## src/rtl/pdm_pkg.sv

```systemverilog
// package of constants and types for the power-down mode controller
package pdm_pkg;

   // ***************************************************************
   // register map (byte addresses, one aligned word each)
   // ***************************************************************
   localparam int          AXI_AW        = 5;
   localparam logic [4:0]  REG_SYS_ONE   = 5'h00;
   localparam logic [4:0]  REG_SYS_TWO   = 5'h04;
   localparam logic [4:0]  REG_HALT_ONE  = 5'h08;
   localparam logic [4:0]  REG_HALT_TWO  = 5'h0c;
   localparam logic [4:0]  REG_STATUS    = 5'h10;

   // ***************************************************************
   // field positions
   // ***************************************************************
   localparam int SW_STANDBY_BIT  = 7;   // system_control_one
   localparam int WAIT_SEL_HI     = 6;
   localparam int WAIT_SEL_LO     = 4;
   localparam int LOW_SPEED_BIT   = 3;
   localparam int WATCH_SEL_BIT   = 2;
   localparam int DIV_SEL_HI      = 1;   // system_control_two
   localparam int DIV_SEL_LO      = 0;
   localparam int MED_SPEED_BIT   = 2;
   localparam int SUB_DIV_HI      = 4;
   localparam int SUB_DIV_LO      = 3;

   // ***************************************************************
   // reset values
   // ***************************************************************
   localparam logic [7:0]  SYS_ONE_RST   = 8'h00;
   localparam logic [7:0]  SYS_TWO_RST   = 8'h03;
   localparam logic [7:0]  HALT_RST      = 8'hff;

   // ***************************************************************
   // dividers, prescaler and wait counter
   // ***************************************************************
   localparam int          DIV_W         = 7;
   localparam int          OSC_DIV_BASE  = 3;   // code 00 -> osc/8
   localparam int          SUB_DIV_BASE  = 1;   // code 00 -> w/2
   localparam int          PRESC_W       = 13;
   localparam int          WAIT_W        = 12;
   localparam int          WAIT_BASE_LOG = 4;   // code 0 -> 16 states
   localparam logic [1:0]  SUB_DIV_MAX   = 2'h2; // w/8 is the slowest
   localparam logic [1:0]  RESP_OKAY     = 2'h0;
   localparam logic [1:0]  RESP_SLVERR   = 2'h2;

   // ***************************************************************
   // types
   // ***************************************************************
   typedef enum logic [3:0] {
      ST_ACTIVE    = 4'h0,
      ST_SLEEP     = 4'h1,
      ST_STANDBY   = 4'h3,
      ST_OSC_START = 4'h2,
      ST_OSC_WAIT  = 4'h6,
      ST_WATCH     = 4'h7,
      ST_SUBACT    = 4'h5,
      ST_SUBSLEEP  = 4'h4
   } pdm_state_t;

   typedef struct packed {
      logic       sw_standby;
      logic [2:0] wait_sel;
      logic       low_speed_on;
      logic       watch_sel;
      logic [1:0] div_sel;
      logic       med_speed_on;
      logic [1:0] sub_div_sel;
   } pdm_ctl_t;

endpackage : pdm_pkg

```

## src/rtl/pdm_ctrl.sv

```systemverilog
// power-down mode controller with clock gating and an AXI4-Lite register slave
//
// Behaviour
// - seven modes: high-speed active plus six reduced-power modes.
// - medium-speed active runs CPU and peripherals at osc/8, /16, /32 or /64.
// - subactive runs CPU and peripherals from subclock divided by 2, 4 or 8.
// - sleep stops CPU; peripherals on full or divided system clock.
// - subsleep and watch halt CPU; peripherals on divided or plain subclock.
// - standby stops CPU and every peripheral clock.
// - per-module standby gates single peripheral clocks in every mode.
// - wake from standby, or from watch with low-speed clear, restarts oscillator, waits for its start.
// - after clock start, hold CPU and peripherals for programmed wait, then active.
// - the wait select field sits in bits 6 to 4 of control one.
// - sleep request: standby bit 0 goes to sleep/subsleep, 1 to standby/watch.
// - low-speed bit picks system clock or subclock when watch mode ends.
// - 13-bit prescaler clears and stops while system clock is off.
// - divider code 00 selects osc/8.
`timescale 1ns/1ps
`default_nettype none
module pdm_ctrl #(
   parameter int NUM_MOD = 16
) (
   input  wire logic                          core_clk,        // 250 MHz core clock
   input  wire logic                          rst_n,           // sync reset, active low
   input  wire logic                          osc_tick,        // main oscillator tick
   input  wire logic                          sub_tick,        // watch subclock tick
   input  wire logic                          osc_started,     // oscillator has started
   input  wire logic                          sleep_req,       // sleep instruction pulse
   input  wire logic                          wake_irq,        // interrupt request level
   input  wire logic [pdm_pkg::AXI_AW-1:0]    s_axi_awaddr,    // write address
   input  wire logic                          s_axi_awvalid,   // write address valid
   output var  logic                          s_axi_awready,   // write address ready
   input  wire logic [31:0]                   s_axi_wdata,     // write data
   input  wire logic [3:0]                    s_axi_wstrb,     // write strobes
   input  wire logic                          s_axi_wvalid,    // write data valid
   output var  logic                          s_axi_wready,    // write data ready
   output var  logic [1:0]                    s_axi_bresp,     // write response
   output var  logic                          s_axi_bvalid,    // write response valid
   input  wire logic                          s_axi_bready,    // write response ready
   input  wire logic [pdm_pkg::AXI_AW-1:0]    s_axi_araddr,    // read address
   input  wire logic                          s_axi_arvalid,   // read address valid
   output var  logic                          s_axi_arready,   // read address ready
   output var  logic [31:0]                   s_axi_rdata,     // read data
   output var  logic [1:0]                    s_axi_rresp,     // read response
   output var  logic                          s_axi_rvalid,    // read data valid
   input  wire logic                          s_axi_rready,    // read data ready
   output var  logic                          cpu_clk_en_q,    // CPU clock enable
   output var  logic [NUM_MOD-1:0]            periph_clk_en_q, // per-module clock enable
   output var  logic                          osc_run_q,       // main oscillator on
   output var  logic [pdm_pkg::PRESC_W-1:0]   prescaler_q,     // peripheral prescaler
   output var  pdm_pkg::pdm_state_t           power_mode_q     // current mode
);

   // ***************************************************************
   // register storage
   // ***************************************************************
   logic [7:0]                 sys_one_q;
   logic [7:0]                 sys_two_q;
   logic [7:0]                 halt_one_q;
   logic [7:0]                 halt_two_q;
   pdm_pkg::pdm_ctl_t          ctl;
   logic [2*8-1:0]             halt_all;

   // field decode of the two control registers
   assign ctl.sw_standby   = sys_one_q[pdm_pkg::SW_STANDBY_BIT];
   assign ctl.wait_sel     = sys_one_q[pdm_pkg::WAIT_SEL_HI:pdm_pkg::WAIT_SEL_LO];
   assign ctl.low_speed_on = sys_one_q[pdm_pkg::LOW_SPEED_BIT];
   assign ctl.watch_sel    = sys_one_q[pdm_pkg::WATCH_SEL_BIT];
   assign ctl.div_sel      = sys_two_q[pdm_pkg::DIV_SEL_HI:pdm_pkg::DIV_SEL_LO];
   assign ctl.med_speed_on = sys_two_q[pdm_pkg::MED_SPEED_BIT];
   assign ctl.sub_div_sel  = sys_two_q[pdm_pkg::SUB_DIV_HI:pdm_pkg::SUB_DIV_LO];
   assign halt_all         = {halt_two_q, halt_one_q};

   // ***************************************************************
   // clock sources
   // ***************************************************************
   logic       osc_div_tick;
   logic       sub_div_tick;
   logic       sys_tick;
   logic [1:0] sub_sel_clip;

   // codes above w/8 are held at w/8 so no undocumented ratio appears
   assign sub_sel_clip = (ctl.sub_div_sel > pdm_pkg::SUB_DIV_MAX) ?
                         pdm_pkg::SUB_DIV_MAX : ctl.sub_div_sel;

   pdm_tick_div #(
      .W    (pdm_pkg::DIV_W),
      .BASE (pdm_pkg::OSC_DIV_BASE)
   ) u_osc_div (
      .core_clk (core_clk),
      .rst_n    (rst_n),
      .clr      (~osc_run_q),
      .tick_in  (osc_tick),
      .sel      (ctl.div_sel),
      .tick_out (osc_div_tick)
   );

   pdm_tick_div #(
      .W    (pdm_pkg::DIV_W),
      .BASE (pdm_pkg::SUB_DIV_BASE)
   ) u_sub_div (
      .core_clk (core_clk),
      .rst_n    (rst_n),
      .clr      (1'b0),
      .tick_in  (sub_tick),
      .sel      (sub_sel_clip),
      .tick_out (sub_div_tick)
   );

   // system clock: full oscillator rate or the medium-speed divider
   assign sys_tick = osc_run_q & (ctl.med_speed_on ? osc_div_tick : osc_tick);

   // ***************************************************************
   // mode state machine
   // ***************************************************************
   pdm_pkg::pdm_state_t   state_d;
   logic [pdm_pkg::WAIT_W-1:0] wait_q;
   logic [pdm_pkg::WAIT_W-1:0] wait_term;
   logic                  wait_done;
   logic [3:0]            wait_shamt;

   // wait length 2**(base+sel) oscillator ticks (osc_tick, undivided)
   assign wait_shamt = 4'(pdm_pkg::WAIT_BASE_LOG) + {1'b0, ctl.wait_sel};
   assign wait_term  = ~({pdm_pkg::WAIT_W{1'b1}} << wait_shamt);
   assign wait_done  = osc_tick & (wait_q == wait_term);

   // transitions; sleep only taken from the two running modes
   always_comb
   begin
      state_d = power_mode_q;
      unique case (power_mode_q)
         pdm_pkg::ST_ACTIVE:
            if (sleep_req)
               state_d = !ctl.sw_standby ? pdm_pkg::ST_SLEEP :
                         (ctl.watch_sel ? pdm_pkg::ST_WATCH : pdm_pkg::ST_STANDBY);
         pdm_pkg::ST_SUBACT:
            if (sleep_req)
               state_d = !ctl.sw_standby ? pdm_pkg::ST_SUBSLEEP :
                         (ctl.watch_sel ? pdm_pkg::ST_WATCH : pdm_pkg::ST_STANDBY);
         pdm_pkg::ST_SLEEP:
            if (wake_irq) state_d = pdm_pkg::ST_ACTIVE;
         pdm_pkg::ST_SUBSLEEP:
            if (wake_irq) state_d = pdm_pkg::ST_SUBACT;
         pdm_pkg::ST_WATCH:
            if (wake_irq)
               state_d = ctl.low_speed_on ? pdm_pkg::ST_SUBACT : pdm_pkg::ST_OSC_START;
         pdm_pkg::ST_STANDBY:
            if (wake_irq) state_d = pdm_pkg::ST_OSC_START;
         pdm_pkg::ST_OSC_START:
            if (osc_started) state_d = pdm_pkg::ST_OSC_WAIT;
         pdm_pkg::ST_OSC_WAIT:
            if (wait_done) state_d = pdm_pkg::ST_ACTIVE;
         default:
            state_d = pdm_pkg::ST_ACTIVE;
      endcase
   end

   // oscillator runs in every mode whose next step needs the system clock
   logic osc_run_d;
   assign osc_run_d = (state_d == pdm_pkg::ST_ACTIVE)    ||
                      (state_d == pdm_pkg::ST_SLEEP)     ||
                      (state_d == pdm_pkg::ST_OSC_START) ||
                      (state_d == pdm_pkg::ST_OSC_WAIT);

   // mode register and oscillator control, six modes plus two wake steps
   always_ff @(posedge core_clk)
   begin
      if (!rst_n)
      begin
         power_mode_q <= pdm_pkg::ST_ACTIVE;
         osc_run_q    <= 1'b1;
      end
      else
      begin
         power_mode_q <= state_d;
         osc_run_q    <= osc_run_d;
      end
   end

   // wait counter only runs once the system clock is being generated
   always_ff @(posedge core_clk)
   begin
      if (!rst_n)
         wait_q <= '0;
      else if (power_mode_q != pdm_pkg::ST_OSC_WAIT)
         wait_q <= '0;
      else if (osc_tick)
         wait_q <= wait_q + pdm_pkg::WAIT_W'(1);
   end

   // ***************************************************************
   // clock enables and prescaler
   // ***************************************************************
   logic cpu_tick;
   logic per_tick;
   logic presc_clr;

   // enables are chosen whole ticks, so a switch can never cut a pulse short
   always_comb
   begin
      cpu_tick = 1'b0;
      per_tick = 1'b0;
      unique case (power_mode_q)
         pdm_pkg::ST_ACTIVE:
         begin
            cpu_tick = sys_tick;
            per_tick = sys_tick;
         end
         pdm_pkg::ST_SLEEP:    per_tick = sys_tick;
         pdm_pkg::ST_SUBACT:
         begin
            cpu_tick = sub_div_tick;
            per_tick = sub_div_tick;
         end
         pdm_pkg::ST_SUBSLEEP: per_tick = sub_div_tick;
         pdm_pkg::ST_WATCH:    per_tick = sub_tick;
         default:
         begin
            cpu_tick = 1'b0;
            per_tick = 1'b0;
         end
      endcase
   end

   // prescaler is dead whenever the system clock generator is stopped
   assign presc_clr = (power_mode_q == pdm_pkg::ST_STANDBY)  ||
                      (power_mode_q == pdm_pkg::ST_WATCH)    ||
                      (power_mode_q == pdm_pkg::ST_SUBACT)   ||
                      (power_mode_q == pdm_pkg::ST_SUBSLEEP) ||
                      (power_mode_q == pdm_pkg::ST_OSC_START);

   always_ff @(posedge core_clk)
   begin
      if (!rst_n)         prescaler_q <= '0;
      else if (presc_clr) prescaler_q <= '0;
      else if (sys_tick)  prescaler_q <= prescaler_q + pdm_pkg::PRESC_W'(1);
   end

   always_ff @(posedge core_clk)
   begin
      if (!rst_n) cpu_clk_en_q <= 1'b0;
      else        cpu_clk_en_q <= cpu_tick;
   end

   // one gate per module; a zero halt bit keeps that module frozen
   genvar gi;
   generate
      for (gi = 0; gi < NUM_MOD; gi++)
      begin : g_mod
         always_ff @(posedge core_clk)
         begin
            if (!rst_n) periph_clk_en_q[gi] <= 1'b0;
            else        periph_clk_en_q[gi] <= per_tick & halt_all[gi % 16];
         end
      end
   endgenerate

   // ***************************************************************
   // AXI4-Lite slave
   // ***************************************************************
   logic                      aw_held_q;
   logic                      w_held_q;
   logic [pdm_pkg::AXI_AW-1:0] awaddr_q;
   logic [7:0]                wbyte_q;
   logic                      wlane_q;
   logic                      do_write;
   logic                      wr_hit;
   logic                      rd_hit;
   logic [31:0]               rd_word;
   logic [2:0]                wait_ctl_hi;

   assign do_write = aw_held_q & w_held_q & ~s_axi_bvalid;
   assign wr_hit   = (awaddr_q == pdm_pkg::REG_SYS_ONE)  || (awaddr_q == pdm_pkg::REG_SYS_TWO) ||
                     (awaddr_q == pdm_pkg::REG_HALT_ONE) || (awaddr_q == pdm_pkg::REG_HALT_TWO) ||
                     (awaddr_q == pdm_pkg::REG_STATUS);
   assign rd_hit   = (s_axi_araddr == pdm_pkg::REG_SYS_ONE)  ||
                     (s_axi_araddr == pdm_pkg::REG_SYS_TWO)  ||
                     (s_axi_araddr == pdm_pkg::REG_HALT_ONE) ||
                     (s_axi_araddr == pdm_pkg::REG_HALT_TWO) ||
                     (s_axi_araddr == pdm_pkg::REG_STATUS);
   assign wait_ctl_hi = {osc_run_q, (power_mode_q == pdm_pkg::ST_OSC_WAIT),
                         (power_mode_q == pdm_pkg::ST_OSC_START)};

   // read mux; status shows the mode, oscillator and wake progress
   assign rd_word =
      (s_axi_araddr == pdm_pkg::REG_SYS_ONE)  ? {24'h000000, sys_one_q}  :
      (s_axi_araddr == pdm_pkg::REG_SYS_TWO)  ? {24'h000000, sys_two_q}  :
      (s_axi_araddr == pdm_pkg::REG_HALT_ONE) ? {24'h000000, halt_one_q} :
      (s_axi_araddr == pdm_pkg::REG_HALT_TWO) ? {24'h000000, halt_two_q} :
      (s_axi_araddr == pdm_pkg::REG_STATUS)   ?
         {prescaler_q, 12'h000, wait_ctl_hi, power_mode_q} : 32'h00000000;

   // write channels are taken in either order; one write at a time
   always_ff @(posedge core_clk)
   begin
      if (!rst_n)
      begin
         aw_held_q     <= 1'b0;
         w_held_q      <= 1'b0;
         awaddr_q      <= '0;
         wbyte_q       <= 8'h00;
         wlane_q       <= 1'b0;
         s_axi_awready <= 1'b1;
         s_axi_wready  <= 1'b1;
         s_axi_bvalid  <= 1'b0;
         s_axi_bresp   <= pdm_pkg::RESP_OKAY;
      end
      else
      begin
         if (s_axi_awvalid && s_axi_awready)
         begin
            aw_held_q     <= 1'b1;
            awaddr_q      <= s_axi_awaddr;
            s_axi_awready <= 1'b0;
         end
         if (s_axi_wvalid && s_axi_wready)
         begin
            w_held_q     <= 1'b1;
            wbyte_q      <= s_axi_wdata[7:0];
            wlane_q      <= s_axi_wstrb[0];
            s_axi_wready <= 1'b0;
         end
         if (do_write)
         begin
            aw_held_q    <= 1'b0;
            w_held_q     <= 1'b0;
            s_axi_bvalid <= 1'b1;
            s_axi_bresp  <= wr_hit ? pdm_pkg::RESP_OKAY : pdm_pkg::RESP_SLVERR;
         end
         if (s_axi_bvalid && s_axi_bready)
         begin
            s_axi_bvalid  <= 1'b0;
            s_axi_awready <= 1'b1;
            s_axi_wready  <= 1'b1;
         end
      end
   end

   // register writes need byte lane 0; status writes are ignored
   always_ff @(posedge core_clk)
   begin
      if (!rst_n)
      begin
         sys_one_q  <= pdm_pkg::SYS_ONE_RST;
         sys_two_q  <= pdm_pkg::SYS_TWO_RST;
         halt_one_q <= pdm_pkg::HALT_RST;
         halt_two_q <= pdm_pkg::HALT_RST;
      end
      else if (do_write && wlane_q)
      begin
         if (awaddr_q == pdm_pkg::REG_SYS_ONE)  sys_one_q  <= wbyte_q;
         if (awaddr_q == pdm_pkg::REG_SYS_TWO)  sys_two_q  <= wbyte_q;
         if (awaddr_q == pdm_pkg::REG_HALT_ONE) halt_one_q <= wbyte_q;
         if (awaddr_q == pdm_pkg::REG_HALT_TWO) halt_two_q <= wbyte_q;
      end
   end

   // read answers one cycle after the address is taken
   always_ff @(posedge core_clk)
   begin
      if (!rst_n)
      begin
         s_axi_arready <= 1'b1;
         s_axi_rvalid  <= 1'b0;
         s_axi_rdata   <= 32'h00000000;
         s_axi_rresp   <= pdm_pkg::RESP_OKAY;
      end
      else if (s_axi_arvalid && s_axi_arready)
      begin
         s_axi_arready <= 1'b0;
         s_axi_rvalid  <= 1'b1;
         s_axi_rdata   <= rd_word;
         s_axi_rresp   <= rd_hit ? pdm_pkg::RESP_OKAY : pdm_pkg::RESP_SLVERR;
      end
      else if (s_axi_rvalid && s_axi_rready)
      begin
         s_axi_rvalid  <= 1'b0;
         s_axi_arready <= 1'b1;
      end
   end

endmodule // pdm_ctrl
`default_nettype wire

```

## src/rtl/pdm_tick_div.sv

```systemverilog
// tick divider: passes one input tick in every 2**(base+sel)
`timescale 1ns/1ps
`default_nettype none
module pdm_tick_div #(
   parameter int W    = 7,
   parameter int BASE = 3
) (
   input  wire logic       core_clk,  // core clock
   input  wire logic       rst_n,     // synchronous reset, active low
   input  wire logic       clr,       // hold the count at zero
   input  wire logic       tick_in,   // source tick
   input  wire logic [1:0] sel,       // ratio code
   output var  logic       tick_out   // divided tick, one cycle
);

   logic [W-1:0] cnt_q;
   logic [W-1:0] cnt_d;
   logic [W-1:0] mask;
   logic [3:0]   shamt;

   // mask of the low bits that must all be ones at the terminal tick
   assign shamt    = 4'(BASE) + {2'h0, sel};
   assign mask     = ~({W{1'b1}} << shamt);
   assign tick_out = tick_in & ((cnt_q & mask) == mask);
   assign cnt_d    = clr ? '0 : (tick_in ? cnt_q + W'(1) : cnt_q);

   // free count; output is a whole source tick, never a sliver of one
   always_ff @(posedge core_clk)
   begin
      if (!rst_n) cnt_q <= '0;
      else        cnt_q <= cnt_d;
   end

endmodule // pdm_tick_div
`default_nettype wire

```

## config.mk

```make
export PLATFORM = sky130hd
export DESIGN_NAME = pdm_ctrl
export DESIGN_NICKNAME = d
export VERILOG_FILES = /design/src/rtl/pdm_pkg.sv /design/src/rtl/pdm_ctrl.sv /design/src/rtl/pdm_tick_div.sv
export SDC_FILE = /design/constraint.sdc
export NUM_CORES = 1
export LEC_CHECK = 0
export ABC_AREA = 1
export ABC_CLOCK_PERIOD_IN_PS = 4800
export BUFFER_PORTS_ARGS = -buffer_cell sky130_fd_sc_hd__clkbuf_2
export CORE_MARGIN = 8
export CORE_UTILIZATION = 55
export DETAILED_ROUTE_END_ITERATION = 10
export PLACE_DENSITY = 0.85
export SETUP_SLACK_MARGIN = 0.05
export SLEW_MARGIN = 20
export SYNTH_ARGS = -nofsm -noshare
export SYNTH_HDL_FRONTEND = slang
export SYNTH_SLANG_ARGS = --single-unit
```

## constraint.sdc

```tcl
create_clock -name core_clk -period 4.8 [get_ports core_clk]
set_input_delay 1.44 -clock core_clk [delete_from_list [all_inputs] [get_ports core_clk]]
set_output_delay 1.44 -clock core_clk [all_outputs]
set_load 0.1 [all_outputs]
```

==> results.ini <==
[run_status]
status=finished clean

[clocking]
root_buffer=clkbuf_8
clk_latency_ns=0.52
cts_setup_buffers=0
cts_resized=0
htree_num_levels=4
cts_tree=done
cts_made_buffers=17
cts_buffer_depth=2
cts.sinks=132
cts_hold_buf=0
clk_pin_slew_ns=0.06

[yosys]
syn_inst=794
synth.distinct_cells=34
ys_warn_count=0
ys_ff_latch=132
synth_top_area_frac=0.4534
synth_top_area_cell=dfxtp_1
avgSynthCellArea_um2=7.340
seq_area_frac_synth=0.4534
synth_area_leaders=dfxtp_1 45%, nand2_1 9.7%, a21oi_1 7.4%, inv_1 6.4%, nor2_1 5.7%
netlist_area_mm2=0.005828

[layout]
final_cell_area_mm2=0.006864
syn2layout_area_growth_pct=17.78
nFillCells=879
diodes=0
drive_above_1_share=0.1609
nets=949

[global_route]
track_usage=0.2104
antenna_found_initial=0
grt_pass1_vias=5352
grt_max_degree=39
grt_pass1_wl_um=24580
grt_overflow=0

[critical_path]
r2r-start=sys_two_q[0]
reg2reg_to=prescaler_q[12]
worst-path-stages=1
crit_arrival_ns=1.51
endpoint_kind=output pin
ff2ff_path_depth=9
path_max_fanout=7
cp-startpoint=prescaler_q[2]
worst-path-buf-inv=1
crit_chain=clkbuf_2
critPathRequiredTime_ns=3.36
endpoint=prescaler_q[2]
critPathKind=reg2out
r2r_slack_ns=2.77
worst_path_largest_cell_delay_ns=0.52
crit_slowest_cell=clkbuf_2
crit_family=buffers and inverters
worstSetupStartpointType=flip-flop

[power_and_ir_drop]
swShare=0.3139
internal-power_uw=1944
switching_power_uw=889.1
pwr_density_cell_mw_per_mm2=412.7
clkPwrFrac=0.429
p_leak_uw=0.003310
peakVddDrop_v=0.0002755
seq_power_share=0.414
combPwrFrac=0.157

[job]
maxCapViolCount=0

[die]
dieArea_mm2=0.01415
chipHeight_um=118.9
io_pins=134
initial_core_util=0.5645
die_w_um=118.9
core_mm2=0.01032
rows=37

[min_path]
hp-class=reg2reg

[sta]
fmax_mhz=339.5
hold_slack_ns=0.4523
tightest_slew_ns=0.7858
slew_viol_final=0
fin_setup_tns_ns=0
fin_ws_ns=1.854
setup_viol=0
fin_crit_sh=0.6137
fin_crit_ns=2.946
finalClockSkew_ns=0.008703
grt_setup_unrepaired=no
hold_violations=0
max_slew_margin=0.4755

[detailed_routing]
ant_nets=0
vias=5538
drt_wl_total_um=14980
drtPass1Iterations=5
drt_iter0_drc=454
via_per_inst=5.371
wire_per_inst_um=14.52
drc=0

[place]
place_congestion=0.8882
placed_area_mm2=0.006310
hpwl_um=10560
io_buffers=93
dpl_worst_slack_ns=1.753

==> layout make-up <==
cell class | count | area, um2 | share of cell area
Tap cell | 136 | 170.2 | 0.02479
Clock buffer | 18 | 417.9 | 0.06088
Inverter | 104 | 391.6 | 0.05705
Clock inverter | 13 | 136.4 | 0.01987
Timing Repair Buffer | 95 | 480.5 | 0.07000
Sequential cell | 132 | 2643 | 0.3850
Multi-Input combinational cell | 533 | 2625 | 0.3824
==> metal layers <==
layer / wire length, um / vias up / share of wire / GRT usage
li1: - / 2741 / - / -
met1: 6049 / 2526 / 0.40 / 0.2391
met2: 7351 / 239 / 0.49 / 0.3585
met3: 1226 / 32 / 0.082 / 0.05810
met4: 347 / 0 / 0.023 / 0.1028
met5: 0 / - / 0 / 0
==> registers in the layout (all words and copies together), names as in the netlist, 3 cells and up <==
register         flops
awaddr_q             5
halt_one_q           8
halt_two_q           8
periph_clk_en_q     16
power_mode_q         4
prescaler_q         13
s_axi_rdata         21
sys_one_q            8
sys_two_q            8
u_osc_div.cnt_q      6
u_sub_div.cnt_q      3
wait_q              12
wbyte_q              8
==> cell families after synthesis <==
logic type / after synthesis / synth area share
XOR/XNOR: 11 / 0.01653
AO/OA/AOI/OAI: 183 / 0.1728
flip-flops: 132 / 0.4534
AND/OR/NAND/NOR: 317 / 0.2349
other: 1 / 0.0006434
adder cells (fa/ha/maj): 8 / 0.01718
buffers and inverters: 142 / 0.1046
==> stage by stage <==
stage	power [uW]	instances	utilization
floorplan	1566	807	-
global placement	1631	1000	0.6112
detailed placement	1637	1000	0.6112
CTS	2838	1031	0.6649
global route	2920	1031	0.6649
finish	2833	1031	0.6649
==> layout by cell type (no fill, tap or decap), types with 2 or more instances in the layout <==
| master | Yosys | final |
|---|---|---|
| nand2_1 | 151 | 151 |
| dfxtp_1 | 132 | 132 |
| inv_1 | 100 | 100 |
| clkbuf_2 | 0 | 93 |
| nor2_1 | 89 | 89 |
| a21oi_1 | 86 | 86 |
| o21ai_0 | 61 | 61 |
| nand3_1 | 35 | 35 |
| o211ai_1 | 18 | 18 |
| nor3_1 | 18 | 18 |
| clkbuf_16 | 0 | 16 |
| conb_1 | 1 | 14 |
| nand4_1 | 10 | 10 |
| xor2_1 | 10 | 10 |
| ha_1 | 8 | 8 |
| a211oi_1 | 6 | 6 |
| clkinv_2 | 1 | 6 |
| o22ai_1 | 5 | 5 |
| clkinv_4 | 0 | 4 |
| nor3_4 | 3 | 3 |
| nand3_2 | 3 | 3 |
| inv_2 | 3 | 3 |
| or2_2 | 3 | 3 |
| nor2_2 | 2 | 2 |
| nand2_2 | 2 | 2 |
| a21o_1 | 2 | 2 |
| bufinv_16 | 0 | 2 |
| buf_4 | 16 | 2 |
==> power by group through the flow <==
stage / logic, uW / registers [uW] / clock network, uW
2_1_floorplan: 172 / 1390 / 0
3_3_place_gp: 438 / 1190 / 0
3_5_place_dp: 443 / 1190 / 0
4_1_cts: 445 / 1170 / 1220
5_1_grt: 471 / 1180 / 1270
6_report: 445 / 1170 / 1220
==> worst min-delay path by stage <==
stage                              from                  to  slack (ns)  depth (start not counted)
final                     halt_one_q[1]  periph_clk_en_q[1]        0.45                          2
after global routing      halt_one_q[5]  periph_clk_en_q[5]        0.46                          2
after CTS                 halt_one_q[5]  periph_clk_en_q[5]        0.46                          2
after detailed placement  halt_one_q[1]  periph_clk_en_q[1]        0.45                          2
after global placement    halt_one_q[1]  periph_clk_en_q[1]        0.44                          2
after floorplan           halt_one_q[4]  periph_clk_en_q[4]        0.42                          2
==> synthesized netlist by cell type <==
cell	number
o21ai_0	61
ha_1	8
a21o_1	2
nor2_1	89
xnor2_1	1
nand3_1	35
conb_1	1
nand2_1	151
o211ai_1	18
a211oi_1	6
nand3_4	1
a41oi_1	1
o21a_1	1
o22ai_1	5
nor2_2	2
inv_1	100
nand4_1	10
xor2_1	10
nor3_4	3
clkbuf_1	15
a21boi_0	1
or2_2	3
a21oi_1	86
nand3_2	3
nor3_1	18
dfxtp_1	132
buf_6	1
buf_4	16
clkinv_2	1
inv_2	3
nand2_2	2
o2111ai_1	1
a22oi_2	1
buf_2	6
Note: power is estimated with default switching activity, not from simulation.
